$ cat src/rtl/flash_cmd_pkg.sv
// command codes, status layout, modes and carrier types of the flash command decoder
// assumes a single 125 MHz sys_clk domain and an external program engine
// Overview of operation
// - code FF selects array reads, sixteen bits
// - code 70 selects status byte reads
// - program setups switch reads to status byte
// - code 90 selects identifier reads, sixteen bits
// - code 98 selects query reads, low byte
// - code 50 clears status error bits
// - word program: 40 then latched word
// - busy program accepts only status and suspend
// - E8 starts buffered load, up to 512
// - D0 confirm starts buffered program algorithm
// - 80 setup waits for D0 confirm
// - fast factory mode ignores all commands
// - D0 after 80 latches word, starts
// - command writes store nothing at address
// - engine runs program algorithms on its own
// - capture on first rising write or select
// - reset gives array mode, status 80
// - bad second code sets both error bits
package flash_cmd_pkg;

    localparam int ADDR_W      = 26;
    localparam int DATA_W      = 16;
    localparam int SYNC_STAGES = 3;
    localparam int COUNT_W     = 9;
    localparam int BUF_WORDS   = 512;
    localparam int FIFO_DEPTH  = 8;

    localparam logic [7:0] CMD_READ_ARRAY   = 8'hFF;
    localparam logic [7:0] CMD_READ_STATUS  = 8'h70;
    localparam logic [7:0] CMD_READ_IDENT   = 8'h90;
    localparam logic [7:0] CMD_READ_QUERY   = 8'h98;
    localparam logic [7:0] CMD_CLEAR_STATUS = 8'h50;
    localparam logic [7:0] CMD_WORD_PROGRAM = 8'h40;
    localparam logic [7:0] CMD_BUFFER_PROG  = 8'hE8;
    localparam logic [7:0] CMD_CONFIRM      = 8'hD0;
    localparam logic [7:0] CMD_FAST_SETUP   = 8'h80;
    localparam logic [7:0] CMD_SUSPEND      = 8'hB0;

    localparam logic [7:0] STATUS_RESET   = 8'h80;
    localparam int         BIT_READY      = 7;
    localparam int         BIT_ERASE_ERR  = 5;
    localparam int         BIT_PROG_ERR   = 4;
    localparam int         BIT_PROG_SUSP  = 2;

    typedef enum logic [3:0] {
        READ_ARRAY  = 4'h1,
        READ_STATUS = 4'h2,
        READ_IDENT  = 4'h4,
        READ_QUERY  = 4'h8
    } read_mode_e;

    typedef enum logic [7:0] {
        ST_IDLE        = 8'h01,
        ST_WORD_DATA   = 8'h02,
        ST_BUF_COUNT   = 8'h04,
        ST_BUF_LOAD    = 8'h08,
        ST_BUF_CONFIRM = 8'h10,
        ST_FAST_CONF   = 8'h20,
        ST_PROG        = 8'h40,
        ST_FAST        = 8'h80
    } dec_state_e;

    typedef enum logic [1:0] {
        OP_WORD   = 2'h0,
        OP_BUFFER = 2'h1,
        OP_FAST   = 2'h2
    } engine_op_e;

    typedef struct packed {
        logic [ADDR_W-1:0] addr;
        logic [DATA_W-1:0] data;
    } bus_word_s;

    typedef struct packed {
        engine_op_e op;
        bus_word_s  word;
    } engine_req_s;

    typedef struct packed {
        logic              ce_n;
        logic              oe_n;
        logic              we_n;
        logic              address_valid_n;
        logic [ADDR_W-1:0] addr;
        logic [DATA_W-1:0] dq;
    } pins_s;

endpackage : flash_cmd_pkg

$ cat src/rtl/nor_flash_read_write_command_decoder.sv
// command decoder of a parallel flash: read modes, status errors, program sequencing
// assumes pins arrive asynchronously, an external engine runs the program algorithms
`timescale 1ns/1ns
module nor_flash_read_write_command_decoder #(
    parameter int FIFO_W = flash_cmd_pkg::ADDR_W + flash_cmd_pkg::DATA_W
) (
    input  wire logic                               sys_clk,
    input  wire logic                               rstn,
    input  wire logic                               ce_n,
    input  wire logic                               oe_n,
    input  wire logic                               we_n,
    input  wire logic                               address_valid_n,
    input  wire logic [flash_cmd_pkg::ADDR_W-1:0]   addr,
    input  wire logic [flash_cmd_pkg::DATA_W-1:0]   dq_in,
    output      logic [flash_cmd_pkg::DATA_W-1:0]   dq_out,
    output      logic                               dq_oe_n,
    output      logic [flash_cmd_pkg::ADDR_W-1:0]   rd_addr,
    input  wire logic [flash_cmd_pkg::DATA_W-1:0]   array_rdata,
    input  wire logic [flash_cmd_pkg::DATA_W-1:0]   ident_rdata,
    input  wire logic [7:0]                         query_rdata,
    output      logic                               eng_start,
    output      flash_cmd_pkg::engine_req_s         eng_req,
    output      logic                               eng_suspend,
    input  wire logic                               eng_busy,
    input  wire logic                               eng_prog_error,
    input  wire logic                               eng_suspended,
    output      logic                               wr_valid,
    input  wire logic                               wr_ready,
    output      flash_cmd_pkg::bus_word_s           wr_word
);
    flash_cmd_pkg::pins_s      s1;
    flash_cmd_pkg::pins_s      s2;
    flash_cmd_pkg::pins_s      s3;
    flash_cmd_pkg::pins_s      pin_q;
    flash_cmd_pkg::pins_s      next_pin_q;
    logic                      write_act;
    logic                      write_act_d;
    logic                      read_act;
    logic                      read_act_d;
    logic                      adv_d;
    logic                      write_end;
    flash_cmd_pkg::bus_word_s  cap;
    flash_cmd_pkg::bus_word_s  next_cap;
    logic                      pend_valid;
    logic                      next_pend_valid;
    flash_cmd_pkg::bus_word_s  pend;
    flash_cmd_pkg::bus_word_s  next_pend;
    logic [7:0]                cmd;
    logic                      need_push;
    logic                      consumed;
    logic                      fifo_in_ready;
    flash_cmd_pkg::dec_state_e state;
    flash_cmd_pkg::dec_state_e next_state;
    flash_cmd_pkg::read_mode_e mode;
    flash_cmd_pkg::read_mode_e next_mode;
    logic [flash_cmd_pkg::COUNT_W-1:0] remaining;
    logic [flash_cmd_pkg::COUNT_W-1:0] next_remaining;
    logic                      first;
    logic                      start;
    logic                      suspend;
    logic                      seq_err;
    logic                      clear_err;
    flash_cmd_pkg::engine_req_s next_req;
    logic                      err_prog;
    logic                      err_erase;
    logic                      next_err_prog;
    logic                      next_err_erase;
    logic [7:0]                status_byte;
    logic [7:0]                next_status;
    logic [7:0]                status_snap;
    logic [7:0]                next_snap;
    logic [flash_cmd_pkg::DATA_W-1:0] next_dq_out;

    // three-stage pin synchroniser; s1 feeds s2 only
    always_ff @(posedge sys_clk or negedge rstn) begin
        if (!rstn) begin
            s1 <= '1;
            s2 <= '1;
            s3 <= '1;
        end else begin
            s1 <= {ce_n, oe_n, we_n, address_valid_n, addr, dq_in};
            s2 <= s1;
            s3 <= s2;
        end
    end

    // a pin change counts once the last two stages agree
    always_comb begin
        next_pin_q = (s2 == s3) ? s3 : pin_q;
        write_act  = !pin_q.ce_n && !pin_q.we_n;
        read_act   = !pin_q.ce_n && !pin_q.oe_n && pin_q.we_n;
        write_end  = write_act_d && !write_act;
        next_cap   = cap;
        if (write_act) begin
            next_cap.addr = pin_q.addr;
            next_cap.data = pin_q.dq;
        end
    end

    // pending write; a second write before it drains overwrites it, host spacing covers it
    always_comb begin
        cmd       = pend.data[7:0];
        need_push = (state == flash_cmd_pkg::ST_WORD_DATA) ||
                    (state == flash_cmd_pkg::ST_BUF_LOAD) ||
                    (state == flash_cmd_pkg::ST_FAST);
        consumed  = pend_valid && (!need_push || fifo_in_ready);
        next_pend_valid = write_end ? 1'b1 : (consumed ? 1'b0 : pend_valid);
        next_pend = write_end ? cap : pend;
    end

    // command sequencing; only data phases reach the fifo, commands store nothing
    always_comb begin
        next_state     = state;
        next_mode      = mode;
        next_remaining = remaining;
        start          = 1'b0;
        suspend        = 1'b0;
        seq_err        = 1'b0;
        clear_err      = 1'b0;
        next_req       = eng_req;
        case (state)
            flash_cmd_pkg::ST_IDLE: begin
                if (consumed) begin
                    if (cmd == flash_cmd_pkg::CMD_READ_ARRAY) begin
                        next_mode = flash_cmd_pkg::READ_ARRAY;
                    end else if (cmd == flash_cmd_pkg::CMD_READ_STATUS) begin
                        next_mode = flash_cmd_pkg::READ_STATUS;
                    end else if (cmd == flash_cmd_pkg::CMD_READ_IDENT) begin
                        next_mode = flash_cmd_pkg::READ_IDENT;
                    end else if (cmd == flash_cmd_pkg::CMD_READ_QUERY) begin
                        next_mode = flash_cmd_pkg::READ_QUERY;
                    end else if (cmd == flash_cmd_pkg::CMD_CLEAR_STATUS) begin
                        clear_err = 1'b1;
                    end else if (cmd == flash_cmd_pkg::CMD_WORD_PROGRAM) begin
                        next_mode  = flash_cmd_pkg::READ_STATUS;
                        next_state = flash_cmd_pkg::ST_WORD_DATA;
                    end else if (cmd == flash_cmd_pkg::CMD_BUFFER_PROG) begin
                        next_mode  = flash_cmd_pkg::READ_STATUS;
                        next_state = flash_cmd_pkg::ST_BUF_COUNT;
                    end else if (cmd == flash_cmd_pkg::CMD_FAST_SETUP) begin
                        next_mode  = flash_cmd_pkg::READ_STATUS;
                        next_state = flash_cmd_pkg::ST_FAST_CONF;
                    end
                end
            end
            flash_cmd_pkg::ST_WORD_DATA: begin
                if (consumed) begin
                    start         = 1'b1;
                    next_req.op   = flash_cmd_pkg::OP_WORD;
                    next_req.word = pend;
                    next_state    = flash_cmd_pkg::ST_PROG;
                end
            end
            flash_cmd_pkg::ST_BUF_COUNT: begin
                if (consumed) begin
                    // count is words minus one, so 1 to 512 words
                    next_remaining = pend.data[flash_cmd_pkg::COUNT_W-1:0];
                    next_state     = flash_cmd_pkg::ST_BUF_LOAD;
                end
            end
            flash_cmd_pkg::ST_BUF_LOAD: begin
                if (consumed) begin
                    if (remaining == '0) begin
                        next_state = flash_cmd_pkg::ST_BUF_CONFIRM;
                    end else begin
                        next_remaining = remaining - 1'b1;
                    end
                end
            end
            flash_cmd_pkg::ST_BUF_CONFIRM: begin
                if (consumed) begin
                    if (cmd == flash_cmd_pkg::CMD_CONFIRM) begin
                        start         = 1'b1;
                        next_req.op   = flash_cmd_pkg::OP_BUFFER;
                        next_req.word = pend;
                        next_state    = flash_cmd_pkg::ST_PROG;
                    end else begin
                        seq_err    = 1'b1;
                        next_state = flash_cmd_pkg::ST_IDLE;
                    end
                end
            end
            flash_cmd_pkg::ST_FAST_CONF: begin
                if (consumed) begin
                    if (cmd == flash_cmd_pkg::CMD_CONFIRM) begin
                        start         = 1'b1;
                        next_req.op   = flash_cmd_pkg::OP_FAST;
                        next_req.word = pend;
                        next_state    = flash_cmd_pkg::ST_FAST;
                    end else begin
                        seq_err    = 1'b1;
                        next_state = flash_cmd_pkg::ST_IDLE;
                    end
                end
            end
            flash_cmd_pkg::ST_PROG: begin
                // mode stays status after completion until FF, 90 or 98 arrives
                if (consumed && cmd == flash_cmd_pkg::CMD_READ_STATUS) begin
                    next_mode = flash_cmd_pkg::READ_STATUS;
                end else if (consumed && cmd == flash_cmd_pkg::CMD_SUSPEND) begin
                    suspend = 1'b1;
                end
                if (!first && !eng_busy) begin
                    next_state = flash_cmd_pkg::ST_IDLE;
                end
            end
            flash_cmd_pkg::ST_FAST: begin
                // every write is streamed data, never decoded
                if (!first && !eng_busy) begin
                    next_state = flash_cmd_pkg::ST_IDLE;
                end
            end
            default: begin
                next_state = flash_cmd_pkg::ST_IDLE;
            end
        endcase
    end

    // sticky error bits: a set in the clearing cycle wins
    always_comb begin
        next_err_prog  = (err_prog && !clear_err) || seq_err || eng_prog_error;
        next_err_erase = (err_erase && !clear_err) || seq_err;
        next_status    = 8'h00;
        next_status[flash_cmd_pkg::BIT_READY]     = !eng_busy;
        next_status[flash_cmd_pkg::BIT_ERASE_ERR] = err_erase;
        next_status[flash_cmd_pkg::BIT_PROG_ERR]  = err_prog;
        next_status[flash_cmd_pkg::BIT_PROG_SUSP] = eng_suspended;
        // snapshot refreshes on a new read or address latch, so reads stay steady
        next_snap = ((read_act && !read_act_d) ||
                     (!pin_q.address_valid_n && adv_d && !pin_q.ce_n)) ?
                    status_byte : status_snap;
    end

    // read data selected by mode, registered toward the pins
    always_comb begin
        case (mode)
            flash_cmd_pkg::READ_ARRAY:  next_dq_out = array_rdata;
            flash_cmd_pkg::READ_STATUS: next_dq_out = {8'h00, status_snap};
            flash_cmd_pkg::READ_IDENT:  next_dq_out = ident_rdata;
            flash_cmd_pkg::READ_QUERY:  next_dq_out = {8'h00, query_rdata};
            default:                    next_dq_out = array_rdata;
        endcase
    end

    // all decoder state; reset lands in array mode with status 80
    always_ff @(posedge sys_clk or negedge rstn) begin
        if (!rstn) begin
            pin_q       <= '1;
            write_act_d <= 1'b0;
            read_act_d  <= 1'b0;
            adv_d       <= 1'b1;
            cap         <= '0;
            pend_valid  <= 1'b0;
            pend        <= '0;
            state       <= flash_cmd_pkg::ST_IDLE;
            mode        <= flash_cmd_pkg::READ_ARRAY;
            remaining   <= '0;
            first       <= 1'b0;
            eng_start   <= 1'b0;
            eng_suspend <= 1'b0;
            eng_req     <= '0;
            err_prog    <= 1'b0;
            err_erase   <= 1'b0;
            status_byte <= flash_cmd_pkg::STATUS_RESET;
            status_snap <= flash_cmd_pkg::STATUS_RESET;
            dq_out      <= '0;
            dq_oe_n     <= 1'b1;
            rd_addr     <= '0;
        end else begin
            pin_q       <= next_pin_q;
            write_act_d <= write_act;
            read_act_d  <= read_act;
            adv_d       <= pin_q.address_valid_n;
            cap         <= next_cap;
            pend_valid  <= next_pend_valid;
            pend        <= next_pend;
            state       <= next_state;
            mode        <= next_mode;
            remaining   <= next_remaining;
            first       <= start;
            eng_start   <= start;
            eng_suspend <= suspend;
            eng_req     <= next_req;
            err_prog    <= next_err_prog;
            err_erase   <= next_err_erase;
            status_byte <= next_status;
            status_snap <= next_snap;
            dq_out      <= next_dq_out;
            dq_oe_n     <= !read_act;
            rd_addr     <= pin_q.addr;
        end
    end

    // data phases buffered toward the engine; a full fifo holds the pending write
    word_fifo #(
        .WIDTH (FIFO_W),
        .DEPTH (flash_cmd_pkg::FIFO_DEPTH)
    ) u_fifo (
        .sys_clk   (sys_clk),
        .rstn      (rstn),
        .in_valid  (pend_valid && need_push),
        .in_ready  (fifo_in_ready),
        .in_data   (pend),
        .out_valid (wr_valid),
        .out_ready (wr_ready),
        .out_data  (wr_word)
    );
endmodule : nor_flash_read_write_command_decoder

$ cat src/rtl/word_fifo.sv
// small fifo with a registered head word, valid and ready on both sides
// assumes one clock; memory words are not reset, control state and the head word are
`timescale 1ns/1ns
module word_fifo #(
    parameter int WIDTH = 42,
    parameter int DEPTH = 8
) (
    input  wire logic             sys_clk,
    input  wire logic             rstn,
    input  wire logic             in_valid,
    output      logic             in_ready,
    input  wire logic [WIDTH-1:0] in_data,
    output      logic             out_valid,
    input  wire logic             out_ready,
    output      logic [WIDTH-1:0] out_data
);
    localparam int PW = (DEPTH > 1) ? $clog2(DEPTH) : 1;
    localparam int CW = $clog2(DEPTH + 1);

    logic [WIDTH-1:0] mem [DEPTH];
    logic [PW-1:0]    wr_ptr;
    logic [PW-1:0]    rd_ptr;
    logic [CW-1:0]    count;
    logic [PW-1:0]    next_wr_ptr;
    logic [PW-1:0]    next_rd_ptr;
    logic [CW-1:0]    next_count;
    logic             next_out_valid;
    logic [WIDTH-1:0] next_out_data;
    logic             push;
    logic             load;

    // pointer step with wrap at the last slot
    function automatic logic [PW-1:0] bump(input logic [PW-1:0] p);
        bump = (p == PW'(DEPTH - 1)) ? '0 : PW'(p + 1'b1);
    endfunction : bump

    // head register refills whenever it is empty or being taken
    always_comb begin
        in_ready       = (count < CW'(DEPTH));
        push           = in_valid && in_ready;
        load           = (count != '0) && (!out_valid || out_ready);
        next_wr_ptr    = push ? bump(wr_ptr) : wr_ptr;
        next_rd_ptr    = load ? bump(rd_ptr) : rd_ptr;
        next_count     = CW'(count + CW'(push) - CW'(load));
        next_out_valid = load ? 1'b1 : (out_ready ? 1'b0 : out_valid);
        next_out_data  = load ? mem[rd_ptr] : out_data;
    end

    always_ff @(posedge sys_clk or negedge rstn) begin
        if (!rstn) begin
            wr_ptr    <= '0;
            rd_ptr    <= '0;
            count     <= '0;
            out_valid <= 1'b0;
            out_data  <= '0;
        end else begin
            wr_ptr    <= next_wr_ptr;
            rd_ptr    <= next_rd_ptr;
            count     <= next_count;
            out_valid <= next_out_valid;
            out_data  <= next_out_data;
        end
    end

    // storage without reset keeps it a plain memory
    always_ff @(posedge sys_clk) begin
        if (push) begin
            mem[wr_ptr] <= in_data;
        end
    end

endmodule : word_fifo

$ cat config.mk
export PLATFORM = sky130hd
export DESIGN_NAME = nor_flash_read_write_command_decoder
export DESIGN_NICKNAME = d
export VERILOG_FILES = /design/src/rtl/flash_cmd_pkg.sv /design/src/rtl/nor_flash_read_write_command_decoder.sv /design/src/rtl/word_fifo.sv
export SDC_FILE = /design/constraint.sdc
export NUM_CORES = 1
export LEC_CHECK = 0
export BUFFER_PORTS_ARGS = -buffer_cell sky130_fd_sc_hd__buf_2
export CAP_MARGIN = 20
export CORE_MARGIN = 4
export CORE_UTILIZATION = 40
export DETAILED_ROUTE_END_ITERATION = 10
export SKIP_CTS_REPAIR_TIMING = 1
export SLEW_MARGIN = 40
export SYNTH_ARGS = -nofsm -noshare
export SYNTH_HDL_FRONTEND = slang
export SYNTH_HIERARCHICAL = 1
export SYNTH_SLANG_ARGS = --single-unit
$ cat constraint.sdc
create_clock -name sys_clk -period 7.6 [get_ports sys_clk]
set_input_delay 0.76 -clock sys_clk [delete_from_list [all_inputs] [get_ports sys_clk]]
set_output_delay 0.76 -clock sys_clk [all_outputs]
set_load 0.1 [all_outputs]
Yosys cells after proc, flatten, opt, wreduce, memory -nomap -nowiden
Memory sizes are Yosys's and may differ from the RTL's. A register that Yosys moved wholly into a read port is not among the register bits.
Index checks and enable logic that the tools add are counted.
{"block": "totals", "reg_bits": 403, "ram_bits": 336, "output_inout_bits": 132, "wordCells": 218, "mem_count": 1}
{"block": "op_classes", "n_addsub": 5, "order_cmp": 1, "eq_ne": 44, "muxes": 66, "n_reduce_logical": 50}
{"name": "u_fifo.mem", "depth": 8, "word_bits": 42, "rd": 1, "rd_clocked_by_memory_dff": 1, "write_ports": 1, "line_no": "word_fifo.sv:20", "rtl": "logic [WIDTH-1:0] mem [DEPTH];"}
{"cell": "two-way mux 44 bit", "count": 5}
{"cell": "two-way mux 8 bit", "count": 17}
{"cell": "case mux 44 bit (3 select lines)", "count": 1}
{"cell": "equality test 8 bit (second input constant)", "count": 8}
{"cell": "case mux 8 bit (7 select lines)", "count": 1}
{"cell": "case mux 16 bit (3 select lines)", "count": 1}
{"cell": "equality test 46 bit", "count": 1}
{"cell": "two-way mux 4 bit", "count": 10}
{"cell": "equality test 8 x 7 -> 1 bit (second input constant)", "count": 4}
{"cell": "inequality test 2 bit (second input constant)", "count": 15}
{"cell": "two-way mux 9 bit", "count": 3}
{"cell": "two-way mux 1 bit", "count": 22}
{"cell": "case mux 9 bit (2 select lines)", "count": 1}
{"cell": "logical AND 1 bit", "count": 16}
{"cell": "AND reduction 14 bit", "count": 1}
{"cell": "logical NOT 1 bit", "count": 13}
{"cell": "logical NOT 9 bit", "count": 1}
{"cell": "subtractor 9 x 1 -> 9 bit (second input constant)", "count": 1}
{"cell": "equality test 8 x 1 -> 1 bit (second input constant)", "count": 1}
{"cell": "equality test 8 x 2 -> 1 bit (second input constant)", "count": 1}
{"cell": "equality test 8 x 3 -> 1 bit (second input constant)", "count": 1}
{"cell": "equality test 8 x 4 -> 1 bit (second input constant)", "count": 1}
{"cell": "equality test 8 x 5 -> 1 bit (second input constant)", "count": 1}
{"cell": "equality test 8 x 6 -> 1 bit (second input constant)", "count": 1}
{"cell": "24 further kinds", "count": 39}

Logic depth before layout (Yosys ltp)
{"block": "depth", "ltp_word": 12, "depth_mapped": 12}

Hierarchy
The synthesis kept the hierarchy.
{"module": "word_fifo", "n_inst": 1, "cells_each": 832, "area_per_inst_um2": 15262.1, "seq_area_each_um2": 11415.9}
{"module": "nor_flash_read_write_command_decoder", "n_inst": 1, "cells_each": 862, "area_per_inst_um2": 14047.2, "seq_area_each_um2": 10047.1}

Least setup slack after synthesis
OpenSTA, ideal clock, no wires.
{"block": "synth_path", "path_kind": "register -> register", "startpoint": "reg state[5]", "endpoint": "mem u_fifo.mem[0][0], enable pin", "t_arrival_ps": 4901, "required_time_ps": 7107, "setup_slack_ps": 2206, "stages_incl_launch_ff": 7, "synth_period_minus_slack_ps": 5394, "cell_sequence": "dfrtp_1 -> nor4_2 -> nand4b_1 -> a31oi_1 -> nand2b_1 -> or2_2 -> nor3_1"}
{"block": "synth_between", "elab_chain_cells": 7}
{"element": "start: declaration", "line_no": "nor_flash_read_write_command_decoder.sv:52", "rtl": "flash_cmd_pkg::dec_state_e state;"}
{"element": "start signal: assignment", "line_no": "nor_flash_read_write_command_decoder.sv:255", "rtl": "state <= flash_cmd_pkg::ST_IDLE;"}
{"element": "start signal: assignment", "line_no": "nor_flash_read_write_command_decoder.sv:277", "rtl": "state <= next_state;"}
{"element": "equality test 8 x 2 -> 1 bit or equality test 8 x 4 -> 1 bit (tied branches)", "line_no": "nor_flash_read_write_command_decoder.sv:103, nor_flash_read_write_command_decoder.sv:104"}
{"element": "logical OR 1 bit", "line_no": "nor_flash_read_write_command_decoder.sv:103", "rtl": "need_push = (state == flash_cmd_pkg::ST_WORD_DATA) ||"}
{"element": "logical OR 1 bit (*)", "line_no": "nor_flash_read_write_command_decoder.sv:104", "rtl": "(state == flash_cmd_pkg::ST_BUF_LOAD) ||"}
{"element": "logical AND 1 bit (*)", "line_no": "nor_flash_read_write_command_decoder.sv:301", "rtl": ".in_valid (pend_valid && need_push),"}
{"element": "logical AND 1 bit (*)", "line_no": "word_fifo.sv:40", "rtl": "push = in_valid && in_ready;"}
{"element": "two-way mux 1 bit (*)", "line_no": "word_fifo.sv:67", "rtl": "if (push) begin"}
{"element": "two-way mux 1 bit (implied by the code) (*)", "line_no": "word_fifo.sv:68", "rtl": "mem[wr_ptr] <= in_data;"}
{"element": "end: declaration", "line_no": "word_fifo.sv:20"}
Every way passes the cells marked *; elsewhere a longest branch is shown, timed or not.

Worst setup path after layout
{"block": "layout_path", "startpoint": "reg state[5]", "endpoint": "mem u_fifo.mem[3][6], enable pin"}
The elaborated chain is that of the path after synthesis.

==> results_dict.tcl <==
set metrics [dict create \
    worst_path_largest_cell_delay_ns 0.67 \
    grtUsageTotal_pct 16.23 \
    drt-initial-drc-count 1021 \
    grt_pass1_wl_um 97890 \
    pin_count 224 \
    synth_compound_area_share_pct 6.604 \
    critical-path-top-delay-family "simple AND/OR/NAND/NOR gates" \
    synth_xor_area_share_pct 1.584 \
    finalWeightedCongestion 0.7837 \
    rows 98 \
    yosys.cell_types.count 68 \
    finalCriticalPeriod_ns 3.848 \
    start_util_pct 40.65 \
    cp.buffers_inverters 1 \
    clk_latency_ns 0.63 \
    pwr-share-comb_pct 16.1 \
    crit_chain "nor4_2, nand4b_2, a31oi_1, nand3_1, nor2_4, buf_4" \
    syn_nets 1798 \
    yosys.area_share.adder_pct 0.5379 \
    slew_violations 0 \
    wire_per_inst_um 21.33 \
    cp_slowest_cell "nor2_4" \
    cts_tree "done" \
    die_area_um2 77670 \
    synthTopCellsByArea "edfxtp_1 34%, dfrtp_1 22%, dfstp_2 17%" \
    r2r_end "u_fifo/mem[3][6]$_DFFE_PP_" \
    cts_root_buf "clkbuf_16" \
    async_reset_ff_share_pct 56.98 \
    worstSetupPathType "reg -> reg" \
    multi_input_area_um2 7410 \
    synth-simple-area-share_pct 2.894 \
    filler_cell_count 6099 \
    rr_startpoint "state[5]$_DFFE_PN0P_" \
    whs_ns 0.1388 \
    dr_total_vias 15200 \
    synthCells 1694 \
    dp_slack_ns 3.749 \
    numCtsBuffers 80 \
    cts.sinks 781 \
    p_int_mw 7.181 \
    p_total_mw 10.16 \
    cts_max_level 3 \
    synth_edf_count 336 \
    hpwl_um 40690 \
    fin_crit_sh_pct 50.64 \
    grt_util_met1_pct 22.42 \
    grt_remaining_overflow 0 \
    ys_ff_latch 781 \
    synth.mux.area_fraction_pct 13.34 \
    die_x_um 278.7 \
    worst_slack_ns 3.752 \
    vias_per_cell 5.112 \
    worstMarginPinSlew_ns 0.8389 \
    final.setup.tns_ns 0 \
    ant_nets 0 \
    max-cap-violations 0 \
    dp.cells 2817 \
    ff_latch_area_um2 21470 \
    maxSlewHeadroom_pct 44.07 \
    r2r_setup_slack_ns 3.75 \
    grt_max_degree 151 \
    grt_pass1_vias 15940 \
    hp-class "in -> async" \
    io_buffers 223 \
    worstPathMaxFanout 22 \
    routed_wl_um 63450 \
    setup_viol_count_final 0 \
    synth_common_cells "336 x edfxtp_1, 255 x dfrtp_1, 216 x mux2_2, 190 x dfstp_2, 87 x mux2i_1" \
    endpoint_kind "flip-flop" \
    hold_viol 0 \
    die_h_um 278.7 \
    drt_first_pass_iters 7 \
    rsz0062_at_grt "false" \
    required_ns 7.87 \
    area_growth_pct 16.75 \
    antenna_found_initial 0 \
    p_leak_nw 12.97 \
    drive_gt1_share_pct 42.35 \
    fin_skew_ns 0.02514 \
    p_sw_share_pct 29.31 \
    status "complete, no violations" \
    fmax_ghz 0.2598 \
    synth_flop_cell "edfxtp_1" \
    yosysTopAreaCell "edfxtp_1" \
    synth_warnings 6 \
    yosysTopAreaCellShare_pct 34.42 \
    synth.avg_cell_area_um2 17.30 \
    grtUsageMet3_pct 2.717 \
    powerDensity_nw_per_um2 296.9 \
    seq_area_frac_synth_pct 73.23 \
    synth_area_um2 29310 \
    coreArea_um2 72100 \
    p_clk_share_pct 37.6 \
    r2r_cells 6 \
    clk_pin_slew_ns 0.05 \
    startpoint_type "flip-flop" \
    power_frac_seq_pct 46.2 \
    drc 0 \
    crit_arrival_ns 4.12 \
    busiest_layer "met2" \
    synth_top_family_by_area "multiplexers" \
    stdcell_count 2974 \
    yosysMostFrequentCell "edfxtp_1" \
    fin_nets 2055 \
    p_sw_mw 2.978 \
    met2_usage_pct 26.81 \
    clock_path_buffers 3 \
    ir_drop_uv 218.8 \
]
[cells by family (layout without fill, tap and decap cells)]
logic type | Yosys count | count (layout)
AO/OA/AOI/OAI | 239 | 239
XOR/XNOR | 53 | 53
adder cells (fa/ha/maj) | 12 | 12
buffers and inverters | 102 | 427
flip-flops | 781 | 781
multiplexers | 357 | 357
other | 0 | 5
AND/OR/NAND/NOR | 150 | 150
[per-stage QoR]
step	area, um2	utilization (%)
2_1_floorplan	29310	-
3_3_place_gp	31490	43.67
3_5_place_dp	31530	43.73
4_1_cts	34150	47.36
5_1_grt	34210	47.44
6_report	34220	47.46
[flip-flops by register name, indices dropped and copies added (netlist names), 9 cells and up]
| name | cells |
|---|---|
| eng_req | 44 |
| cap | 42 |
| s1 | 46 |
| rd_addr | 26 |
| s2 | 46 |
| s3 | 46 |
| u_fifo/out_data | 42 |
| dq_out | 16 |
| pend | 34 |
| pin_q | 46 |
| u_fifo/mem | 336 |
| remaining | 9 |
[power groups by stage]
stage	combinational [mW]	sequential (mW)	clock [mW]
6_report	1.64	4.70	3.82
5_1_grt	1.73	4.72	4.13
4_1_cts	1.66	4.70	3.94
2_1_floorplan	0.756	5.27	0
3_5_place_dp	1.66	4.78	0
3_3_place_gp	1.63	4.78	0
[worst register-to-register path, stage by stage, from the launching register on]
cell and delay (ns):
dfrtp_1 0.43, nor4_2 0.63, nand4b_2 0.50, a31oi_1 0.43, nand3_1 0.37, nor2_4 0.67, buf_4 0.46
[area by class of cell]
cell class | count | area share [%]
Sequential cell | 781 | 62.73
Multi-Input combinational cell | 811 | 21.65
Clock buffer | 113 | 6.523
Timing Repair Buffer | 254 | 4.198
Tap cell | 950 | 3.474
Clock inverter | 37 | 1.130
Inverter | 23 | 0.2523
Antenna cell | 5 | 0.03656
[layer usage]
metal,vias up,part of all wire [%]
met3,89,4.5
li1,6924,-
met5,-,0
met2,366,49
met4,0,1.9
met1,7825,45
[cell usage in the layout, fill, tap and decap left out, types with 45 or more instances in the layout]
cell type / Yosys / layout
a22o_1: 52 / 52
o22ai_1: 45 / 45
buf_2: 9 / 223
dfstp_2: 190 / 190
dfrtp_1: 255 / 254
o21ai_0: 53 / 53
mux2_2: 216 / 216
mux2_1: 54 / 54
edfxtp_1: 336 / 336
xnor2_1: 48 / 48
mux2i_1: 87 / 87
clkbuf_16: 0 / 81
[worst max-delay path by stage]
stage	startpoint	end	cells past startpoint
after floorplan	state[5]$_DFFE_PN0P_	u_fifo/mem[0][0]$_DFFE_PP_	6
after global routing	state[5]$_DFFE_PN0P_	u_fifo/mem[3][6]$_DFFE_PP_	6
after CTS	state[5]$_DFFE_PN0P_	u_fifo/mem[3][6]$_DFFE_PP_	6
final	state[5]$_DFFE_PN0P_	u_fifo/mem[3][6]$_DFFE_PP_	6
after global placement	state[5]$_DFFE_PN0P_	u_fifo/mem[3][4]$_DFFE_PP_	6
after detailed placement	state[5]$_DFFE_PN0P_	u_fifo/mem[3][6]$_DFFE_PP_	6
Power figures use the tool's default switching activity.
